**src/core/psmc_consts.vh**
```
`ifndef PSMC_CONSTS_VH
`define PSMC_CONSTS_VH
`define PSMC_ADDR_CTRL     12'h000
`define PSMC_ADDR_STATUS   12'h004
`define PSMC_ADDR_CMD      12'h008
`define PSMC_ADDR_HCAP     12'h00c
`define PSMC_ADDR_ACAP     12'h010
`define PSMC_CTRL_SLOW     0
`define PSMC_CTRL_AWEN     1
`define PSMC_CTRL_TIMEBASE1_IRQ_ENABLE    2
`define PSMC_CTRL_OVERFLOW_IRQ_ENABLE    3
`define PSMC_CTRL_ATBIT0   4
`define PSMC_CTRL_CK0      5
`define PSMC_CTRL_WDGEN    6
`define PSMC_CTRL_LONGDLY  7
`define PSMC_CMD_WAIT      0
`define PSMC_CMD_HALT      1
`define PSMC_SLOW_DIV      32
`define PSMC_FAST_DIV      1
`define PSMC_STAB_SHORT    256
`define PSMC_STAB_LONG     4096
`define PSMC_PLL_START_NS  1000
`define PSMC_CLK_MHZ       100
`define PSMC_IRQ_N         14
`define PSMC_HCAP_RST      14'h101f
`define PSMC_ACAP_RST      14'h0a00
`endif

```
**src/core/psmc_ctrl.v**
```verilog
// Implementation choices: the register offsets and the APB register port.
`timescale 1ns/1ps
`default_nettype none
`include "psmc_consts.vh"
module psmc_ctrl #(
  parameter integer STAB_LONG  = `PSMC_STAB_LONG,
  parameter integer STAB_SHORT = `PSMC_STAB_SHORT,
  parameter integer NIRQ       = `PSMC_IRQ_N
) (
  input  wire            pclk,          // Master clock
  input  wire            presetn,       // Async reset, low
  input  wire            clk_en,        // Freezes all state when low
  input  wire            psel,          // APB select
  input  wire            penable,       // APB enable
  input  wire            pwrite,        // APB direction
  input  wire [11:0]     paddr,         // APB address
  input  wire [31:0]     pwdata,        // APB write data
  output wire            pready,        // APB ready
  output wire            pslverr,       // APB error
  output reg  [31:0]     prdata,        // APB read data
  input  wire            wait_for_irq_instruction, // CPU executes wait
  input  wire            halt_instr,    // CPU executes halt
  input  wire [NIRQ-1:0] irq_pend,      // Pending interrupt sources, async
  input  wire            ext_reset_req, // Reset request, async
  input  wire            watchdog_halt_option, // Option: halt gives no watchdog reset
  input  wire            pll_enable,    // PLL option
  input  wire            irq_done,      // Vector fetch done by CPU
  output reg             cpu_clk_en,    // CPU clock gate
  output reg             periph_clk_en, // Peripheral clock gate
  output reg             osc_run,       // Main oscillator on
  output reg             timer_run,     // Wake timebase counter clocked
  output reg             pll_out_en,    // PLL clock released
  output reg  [5:0]      clk_div,       // Master clock divider
  output reg             mask_clear,    // Clear condition_code_reg mask, pulse
  output reg             wake_irq,      // Service waking interrupt, pulse
  output reg             fetch_reset,   // Fetch reset vector, pulse
  output reg             wdg_reset,     // Watchdog reset request, pulse
  output reg             awu_active     // Timed auto-wake halt running
);
  localparam [6:0] S_RUN  = 7'h01;
  localparam [6:0] S_WAIT = 7'h02;
  localparam [6:0] S_HALT = 7'h04;
  localparam [6:0] S_AHLT = 7'h08;
  localparam [6:0] S_AWU  = 7'h10;
  localparam [6:0] S_STAB = 7'h20;
  localparam [6:0] S_PLL  = 7'h40;
  localparam integer PLL_CYC = (`PSMC_PLL_START_NS * `PSMC_CLK_MHZ + 999) / 1000;

  reg [NIRQ-1:0] irq_s1_q, irq_s2_q;
  reg            rst_s1_q, rst_s2_q;
  reg [7:0]      ctrl_q;
  reg [NIRQ-1:0] hcap_q, acap_q;
  reg [6:0]      state_q;
  reg [12:0]     cnt_q;
  reg            by_reset_q;

  always @(posedge pclk or negedge presetn) begin
    if (!presetn) begin
      irq_s1_q <= {NIRQ{1'b0}};
      irq_s2_q <= {NIRQ{1'b0}};
      rst_s1_q <= 1'b0;
      rst_s2_q <= 1'b0;
    end else if (clk_en) begin
      irq_s1_q <= irq_pend;
      irq_s2_q <= irq_s1_q;
      rst_s1_q <= ext_reset_req;
      rst_s2_q <= rst_s1_q;
    end
  end

  wire ahalt_en = ctrl_q[`PSMC_CTRL_TIMEBASE1_IRQ_ENABLE] |
                  (ctrl_q[`PSMC_CTRL_OVERFLOW_IRQ_ENABLE] & ~ctrl_q[`PSMC_CTRL_ATBIT0] &
                   ctrl_q[`PSMC_CTRL_CK0]);
  wire hwake = |(irq_s2_q & hcap_q);
  wire awake = |(irq_s2_q & acap_q);
  wire anyirq = |irq_s2_q;
  wire [12:0] stab_cyc = ctrl_q[`PSMC_CTRL_LONGDLY] ? STAB_LONG[12:0] - 13'h0001
                                                    : STAB_SHORT[12:0] - 13'h0001;

  // APB: zero wait states, unmapped reads zero with error
  wire acc = psel & penable;
  wire hit = (paddr == `PSMC_ADDR_CTRL) | (paddr == `PSMC_ADDR_STATUS) |
             (paddr == `PSMC_ADDR_CMD) | (paddr == `PSMC_ADDR_HCAP) |
             (paddr == `PSMC_ADDR_ACAP);
  assign pready  = 1'b1;
  assign pslverr = acc & ~hit;
  wire wr = acc & pwrite & clk_en;
  wire sw_wait = wr & (paddr == `PSMC_ADDR_CMD) & pwdata[`PSMC_CMD_WAIT];
  wire sw_halt = wr & (paddr == `PSMC_ADDR_CMD) & pwdata[`PSMC_CMD_HALT];

  always @(posedge pclk or negedge presetn) begin
    if (!presetn) begin
      ctrl_q <= 8'h00;
      hcap_q <= `PSMC_HCAP_RST;
      acap_q <= `PSMC_ACAP_RST;
      prdata <= 32'h0000_0000;
    end else if (clk_en) begin
      if (wr && paddr == `PSMC_ADDR_CTRL)
        ctrl_q <= pwdata[7:0];
      if (wr && paddr == `PSMC_ADDR_HCAP)
        hcap_q <= pwdata[NIRQ-1:0];
      if (wr && paddr == `PSMC_ADDR_ACAP)
        acap_q <= pwdata[NIRQ-1:0];
      if (psel && !penable && !pwrite) begin
        case (paddr)
          `PSMC_ADDR_CTRL:   prdata <= {24'h000000, ctrl_q};
          `PSMC_ADDR_STATUS: prdata <= {18'h00000, cnt_q == 13'h0000, state_q, clk_div};
          `PSMC_ADDR_HCAP:   prdata <= {{(32-NIRQ){1'b0}}, hcap_q};
          `PSMC_ADDR_ACAP:   prdata <= {{(32-NIRQ){1'b0}}, acap_q};
          default:           prdata <= 32'h0000_0000;
        endcase
      end
    end
  end

  wire go_wait = wait_for_irq_instruction | sw_wait;
  wire go_halt = halt_instr | sw_halt;

  always @(posedge pclk or negedge presetn) begin
    if (!presetn) begin
      state_q     <= S_RUN;
      cnt_q       <= 13'h0000;
      by_reset_q  <= 1'b0;
      mask_clear  <= 1'b0;
      wake_irq    <= 1'b0;
      fetch_reset <= 1'b0;
      wdg_reset   <= 1'b0;
    end else if (clk_en) begin
      mask_clear  <= 1'b0;
      wake_irq    <= 1'b0;
      fetch_reset <= 1'b0;
      wdg_reset   <= 1'b0;
      case (state_q)
        S_RUN: begin
          if (go_halt) begin
            mask_clear <= 1'b1;
            if (ahalt_en) begin
              state_q <= S_AHLT;
            end else if (ctrl_q[`PSMC_CTRL_AWEN]) begin
              state_q <= S_AWU;
            end else if (ctrl_q[`PSMC_CTRL_WDGEN] && !watchdog_halt_option) begin
              wdg_reset <= 1'b1;
              by_reset_q <= 1'b1;
              cnt_q <= stab_cyc;
              state_q <= S_STAB;
            end else begin
              state_q <= S_HALT;
            end
          end else if (go_wait) begin
            mask_clear <= 1'b1;
            state_q <= S_WAIT;
          end
        end
        S_WAIT: begin
          if (rst_s2_q) begin
            fetch_reset <= 1'b1;
            state_q <= S_RUN;
          end else if (anyirq) begin
            wake_irq <= 1'b1;
            state_q <= S_RUN;
          end
        end
        S_HALT, S_AWU: begin
          if (rst_s2_q || hwake) begin
            by_reset_q <= rst_s2_q;
            cnt_q <= stab_cyc;
            state_q <= S_STAB;
          end
        end
        S_AHLT: begin
          if (rst_s2_q) begin
            by_reset_q <= 1'b1;
            cnt_q <= stab_cyc;
            state_q <= S_STAB;
          end else if (awake) begin
            wake_irq <= 1'b1;
            state_q <= S_RUN;
          end
        end
        S_STAB: begin
          if (cnt_q != 13'h0000) begin
            cnt_q <= cnt_q - 13'h0001;
          end else if (pll_enable) begin
            cnt_q <= PLL_CYC[12:0];
            state_q <= S_PLL;
          end else begin
            fetch_reset <= by_reset_q;
            wake_irq <= ~by_reset_q;
            by_reset_q <= 1'b0;
            state_q <= S_RUN;
          end
        end
        S_PLL: begin
          if (cnt_q != 13'h0000) begin
            cnt_q <= cnt_q - 13'h0001;
          end else begin
            fetch_reset <= by_reset_q;
            wake_irq <= ~by_reset_q;
            by_reset_q <= 1'b0;
            state_q <= S_RUN;
          end
        end
        default: state_q <= S_RUN;
      endcase
    end
  end

  // Clock gating follows the state
  always @* begin
    cpu_clk_en    = (state_q == S_RUN);
    periph_clk_en = (state_q == S_RUN) | (state_q == S_WAIT);
    osc_run       = ~((state_q == S_HALT) | (state_q == S_AWU));
    timer_run     = osc_run & ~(state_q == S_STAB) & ~(state_q == S_PLL);
    pll_out_en    = ~pll_enable | (state_q == S_RUN) | (state_q == S_WAIT) |
                    (state_q == S_AHLT);
    clk_div       = ctrl_q[`PSMC_CTRL_SLOW] ? 6'd`PSMC_SLOW_DIV
                                            : 6'd`PSMC_FAST_DIV;
    awu_active    = (state_q == S_AWU);
  end
endmodule // psmc_ctrl
`default_nettype wire

```
**config.mk**
```make
export PLATFORM = sky130hd
export DESIGN_NAME = psmc_ctrl
export DESIGN_NICKNAME = d
export VERILOG_FILES = /design/src/core/psmc_ctrl.v
export VERILOG_INCLUDE_DIRS = /design/src /design/src/core
export SDC_FILE = /design/constraint.sdc
export NUM_CORES = 1
export LEC_CHECK = 0
export BUFFER_PORTS_ARGS = -buffer_cell sky130_fd_sc_hd__clkbuf_2
export CAP_MARGIN = 0
export CORE_MARGIN = 5
export CORE_UTILIZATION = 41
export CTS_CLUSTER_DIAMETER = 200
export CTS_CLUSTER_SIZE = 25
export DETAILED_ROUTE_END_ITERATION = 10
export MAX_ROUTING_LAYER = met4
export PLACE_DENSITY = 0.67
export REMOVE_ABC_BUFFERS = 1
export SYNTH_ARGS = -nofsm -noshare
export SYNTH_HDL_FRONTEND = slang
export SYNTH_SLANG_ARGS = --single-unit
```
**constraint.sdc**
```tcl
create_clock -name pclk -period 5.5 [get_ports pclk]
set_input_delay 1.1 -clock pclk [delete_from_list [all_inputs] [get_ports pclk]]
set_output_delay 1.1 -clock pclk [all_outputs]
set_load 0.05 [all_outputs]
```
# Word-level counts from Yosys, hierarchy flattened
# Cells that the tools add are included.
# classes
addsub	1
n_eq_ne	25
reduce_logical	25
bitwise	32
mux	58
# ops
op	n
$mux 13	9
$mux 7	10
$pmux 13 s5	1
$pmux 14 s4	1
$pmux 7 s6	1
$reduce_or 14->1	3
$and 14x14->14	2
$mux 1	28
$eq 12x4->1 const B	2
$mux 6	4
$ne 2x2->1 const B	8
$logic_not 13->1	1
$reduce_bool 13->1	1
$sub 13x1->13 const B	1
$eq 12x3->1 const B	1
$eq 12x5->1 const B	1
$logic_not 12->1	1
$mux 12	1
$or 1x1->1	12
$and 1x1->1	11
$reduce_and 11->1	1
$reduce_and 10->1	1
$ne 3x3->1 const B	3
$reduce_and 2->1	4
19 further kinds	33
# totals
out_inout_bits	50
word_cells	156
inputBits	70
ff_bits	123

# Logic depth before layout (Yosys ltp)
# depth
ltp_word	9
depth_mapped	11
ltp_nobuf	8

# Least setup slack after synthesis
# Ideal clock, no wire load.
# synth_timing
path_type	input to output
from	input paddr[2]
to	output pslverr
n_path_buf	3
cell_stages	6
path_slack_ps	1358
arrival_time_ps	3042
t_required_ps	4400
path_cell_list	clkbuf_1 -> nor2_1 -> and3_1 -> clkbuf_1 -> clkbuf_1 -> nor3_1
# synth_between
elab_chain_len	7
word_cells_on_any_way	11
classes_between	4 x eq/ne; 6 x bitwise; 1 x reduce/logical
# synth_lines
item	line_no	rtl
start: declaration	psmc_ctrl.v:16	input wire [11:0] paddr,
$eq 12x3->1 or $logic_not 12->1 (tied branches)	--	
$or 1x1->1 (3 in a row)	psmc_ctrl.v:82	wire hit = (paddr == `PSMC_ADDR_CTRL) | (paddr == `PSMC_ADDR_STATUS) |
$or 1x1->1 *	psmc_ctrl.v:82	
$not 1->1 *	psmc_ctrl.v:86	assign pslverr = acc & ~hit;
$and 1x1->1 *	psmc_ctrl.v:86	
end: declaration	psmc_ctrl.v:19	output wire pslverr,
# Mark *: on every way between the ends. The rest lies on a longest branch, timed or not.

# Worst setup path after layout
# layout_timing
from	input paddr[1]
to	output pslverr
# Same word-level chain as after synthesis.

==> flow_summary.json <==
{
  "outcome": "complete, no violations",
  "first_pass_iters": 5,
  "internal_power_uw": 1400,
  "cts_setup_buffers": 0,
  "place_inst": 724,
  "dp_slack_ns": 1.460,
  "antenna_found_initial": 0,
  "grt-ovfl-total": 0,
  "grt_max_degree": 79,
  "fin_cells": 740,
  "drive_above_1_share_pct": 33.16,
  "die_h_um": 124.8,
  "std_cell_rows": 42,
  "hold_path_class": "flip-flop to flip-flop",
  "track_usage_pct": 17.87,
  "core_um2": 13090,
  "n_antenna_cell": 0,
  "highest_layer": "met4",
  "ys_seq_area_share_pct": 48.80,
  "nNetsFinal": 631,
  "cp-start-kind": "input pin",
  "start_util_pct": 41.33,
  "netlist_area_um2": 5408,
  "clkLatencyLatePin_ns": 0.35,
  "slew_viol_final": 0,
  "crit_type": "input pin to output pin",
  "place.gp.congestion": 0.8728,
  "r2r_slack_ns": 2.32,
  "ys.flop_type": "dfrtp_1",
  "cts_root_buffer": "clkbuf_16",
  "synth_cell_type_count": 70,
  "min_path_cells": 2,
  "io_buffers": 77,
  "rsz0062_at_grt": "false",
  "path_max_fanout": 16,
  "fin_crit_ns": 4.052,
  "reg2reg_from": "state_q[5]$_DFFE_PN0P_",
  "async_flop_share_pct": 100.0,
  "peakVddDrop_mv": 0.1822,
  "hold_viol": 0,
  "cp_data_required_time_ns": 4.40,
  "seq_area_um2": 2639,
  "routed_via_density": 5.724,
  "hold_path_startpoint": "prdata[7]$_DFFE_PN0P_",
  "grt_pass1_vias": 4139,
  "combPwrFrac_pct": 26.3,
  "cts_hold_buf": 0,
  "htree_levels": 3,
  "holdPathEnd": "prdata[7]$_DFFE_PN0P_",
  "dr_wl_met3_um": 697,
  "clkSlewWorstSetupHoldPaths_ns": 0.07,
  "p_sw_uw": 785.1,
  "grt_pass1_wl_mm": 21.91,
  "whs_ns": 0.4846,
  "wl_per_cell_um": 18.73,
  "cts_inserted_buffers": 9,
  "relSlewSlack_pct": 23.86,
  "tns_ns": 0,
  "r2r_cells": 7,
  "synth_seq_cells": 105,
  "io_pins": 120,
  "fmax_mhz": 246.8,
  "drt_iter0_markers": 314,
  "p_seq_share_pct": 42.9,
  "die_x_um": 124.8,
  "finalPower_uw": 2185,
  "dieArea_um2": 15590,
  "skew_ns": 0.008832,
  "leakagePower_uw": 0.002764,
  "cts_resized": 0,
  "ant_nets": 0,
  "fin_ws_ns": 1.448,
  "yosysWarnings": 0,
  "p_per_area_nw_per_um2": 355.9,
  "cts_buffer_depth": 2,
  "crit_path_end_kind": "output pin",
  "wl_met1_mm": 5.793,
  "nFillCells": 1226,
  "areaGrowthSynthToFinish_pct": 13.54,
  "multiInputGateArea_um2": 2500,
  "setup_viol": 0,
  "post-route-drc-count": 0,
  "reg2reg_to": "cnt_q[2]$_DFFE_PN0P_",
  "tightest_slew_ns": 1.140,
  "drv_cap": 0,
  "cts_tree": "built",
  "clkPwrFrac_pct": 30.9,
  "syn_inst": 497,
  "synth-edff-count": 0,
  "fin_crit_sh_pct": 73.67,
  "switching_share_pct": 35.93,
  "critPathArrivalTime_ns": 2.95,
  "wirelength_mm": 13.86,
  "avgSynthCellArea_um2": 10.88,
  "hpwlAfterDp_mm": 10.07,
  "dr_total_vias": 4236,
  "met2WireLength_mm": 7.104,
  "cts_sinks": 105
}
## flip-flops by register name (all words and copies together), names as in the netlist, 7 cells and up
signal    count
prdata       14
state_q       7
irq_s1_q     14
acap_q       14
hcap_q       14
ctrl_q        8
irq_s2_q     14
cnt_q        13
## how the worst max path moves through the flow
stage / end / cells after the start / from
after CTS: pslverr / 6 / paddr[1]
after detailed placement: pslverr / 6 / paddr[1]
final: pslverr / 6 / paddr[1]
after global routing: pslverr / 6 / paddr[1]
after floorplan: pslverr / 4 / paddr[1]
after global placement: pslverr / 6 / paddr[1]
## stage by stage
stage          area [um^2]  util [%]
2_1_floorplan         5184         -
3_3_place_gp          5822     44.49
3_5_place_dp          5822     44.49
4_1_cts               6140     46.92
5_1_grt               6140     46.92
6_report              6140     46.92
## routing by layer
metal | global-route usage [%] | vias to the layer above
met1 | 21.69 | 2138
li1 | - | 1929
met3 | 3.688 | 22
met2 | 30.34 | 147
met4 | 5.038 | 0
met5 | - | -
## cell type report
type                            instances  area share (%)
Sequential cell                       105           42.98
Clock inverter                          5           1.223
Inverter                               12          0.7336
Tap cell                              176           3.587
Clock buffer                           11           3.954
Timing Repair Buffer                   81           6.807
Multi-Input combinational cell        350           40.72
## critical path, stage by stage
cell and delay [ns]:
clkbuf_2 0.08, or4_4 0.55, nor3_1 0.20, and3_1 0.66, nor3_1 0.09, clkbuf_2 0.27
## power groups by stage
stage	Combinational [uW]	Clock, uW	Sequential (uW)
2_1_floorplan	400	0	930
3_3_place_gp	549	0	943
3_5_place_dp	569	0	948
4_1_cts	570	693	934
5_1_grt	624	722	945
6_report	574	675	936
## cell families after synthesis
| kind of cell | share of synthesized area, % |
|---|---|
| adders and majority gates | 0.4627 |
| muxes | 14.48 |
| AOI/OAI and AO/OA | 15.50 |
| and+or+nand+nor | 13.54 |
| buffers and inverters | 6.432 |
| other | 0.1389 |
| xor gates and xnor gates | 0.6480 |
| DFF | 48.80 |
## cell usage after synthesis, drive strengths merged, types with 8 or more instances
cell    count  area share [%]
dfstp       9             4.4
dfrtp      96              44
nor3       12             1.2
nor2       27             1.9
nand2      26             1.8
mux2       68              14
inv        12            0.83
clkbuf     19             1.3
o21ai      41             3.8
buf        32             4.3
and3        9             1.0
nor4        8             1.6
a222oi     12             2.2
nor2b       8            0.93
nand4       8            0.93
a21oi      14             1.3
a22oi      12             1.7
## layout by cell type, fill, tap and decap left out, types with 8 or more instances in the layout
cell / n
dfrtp_1: 96
and3_1: 9
inv_1: 12
nor3_1: 11
nor2_1: 27
dfstp_2: 9
a21oi_1: 14
clkbuf_2: 76
nand2_1: 26
mux2_2: 66
nand4_1: 8
a22oi_1: 12
a222oi_1: 12
clkbuf_16: 9
o21ai_0: 39
conb_1: 23
nor2b_1: 8
No activity file was read; power rests on OpenSTA's default activity.
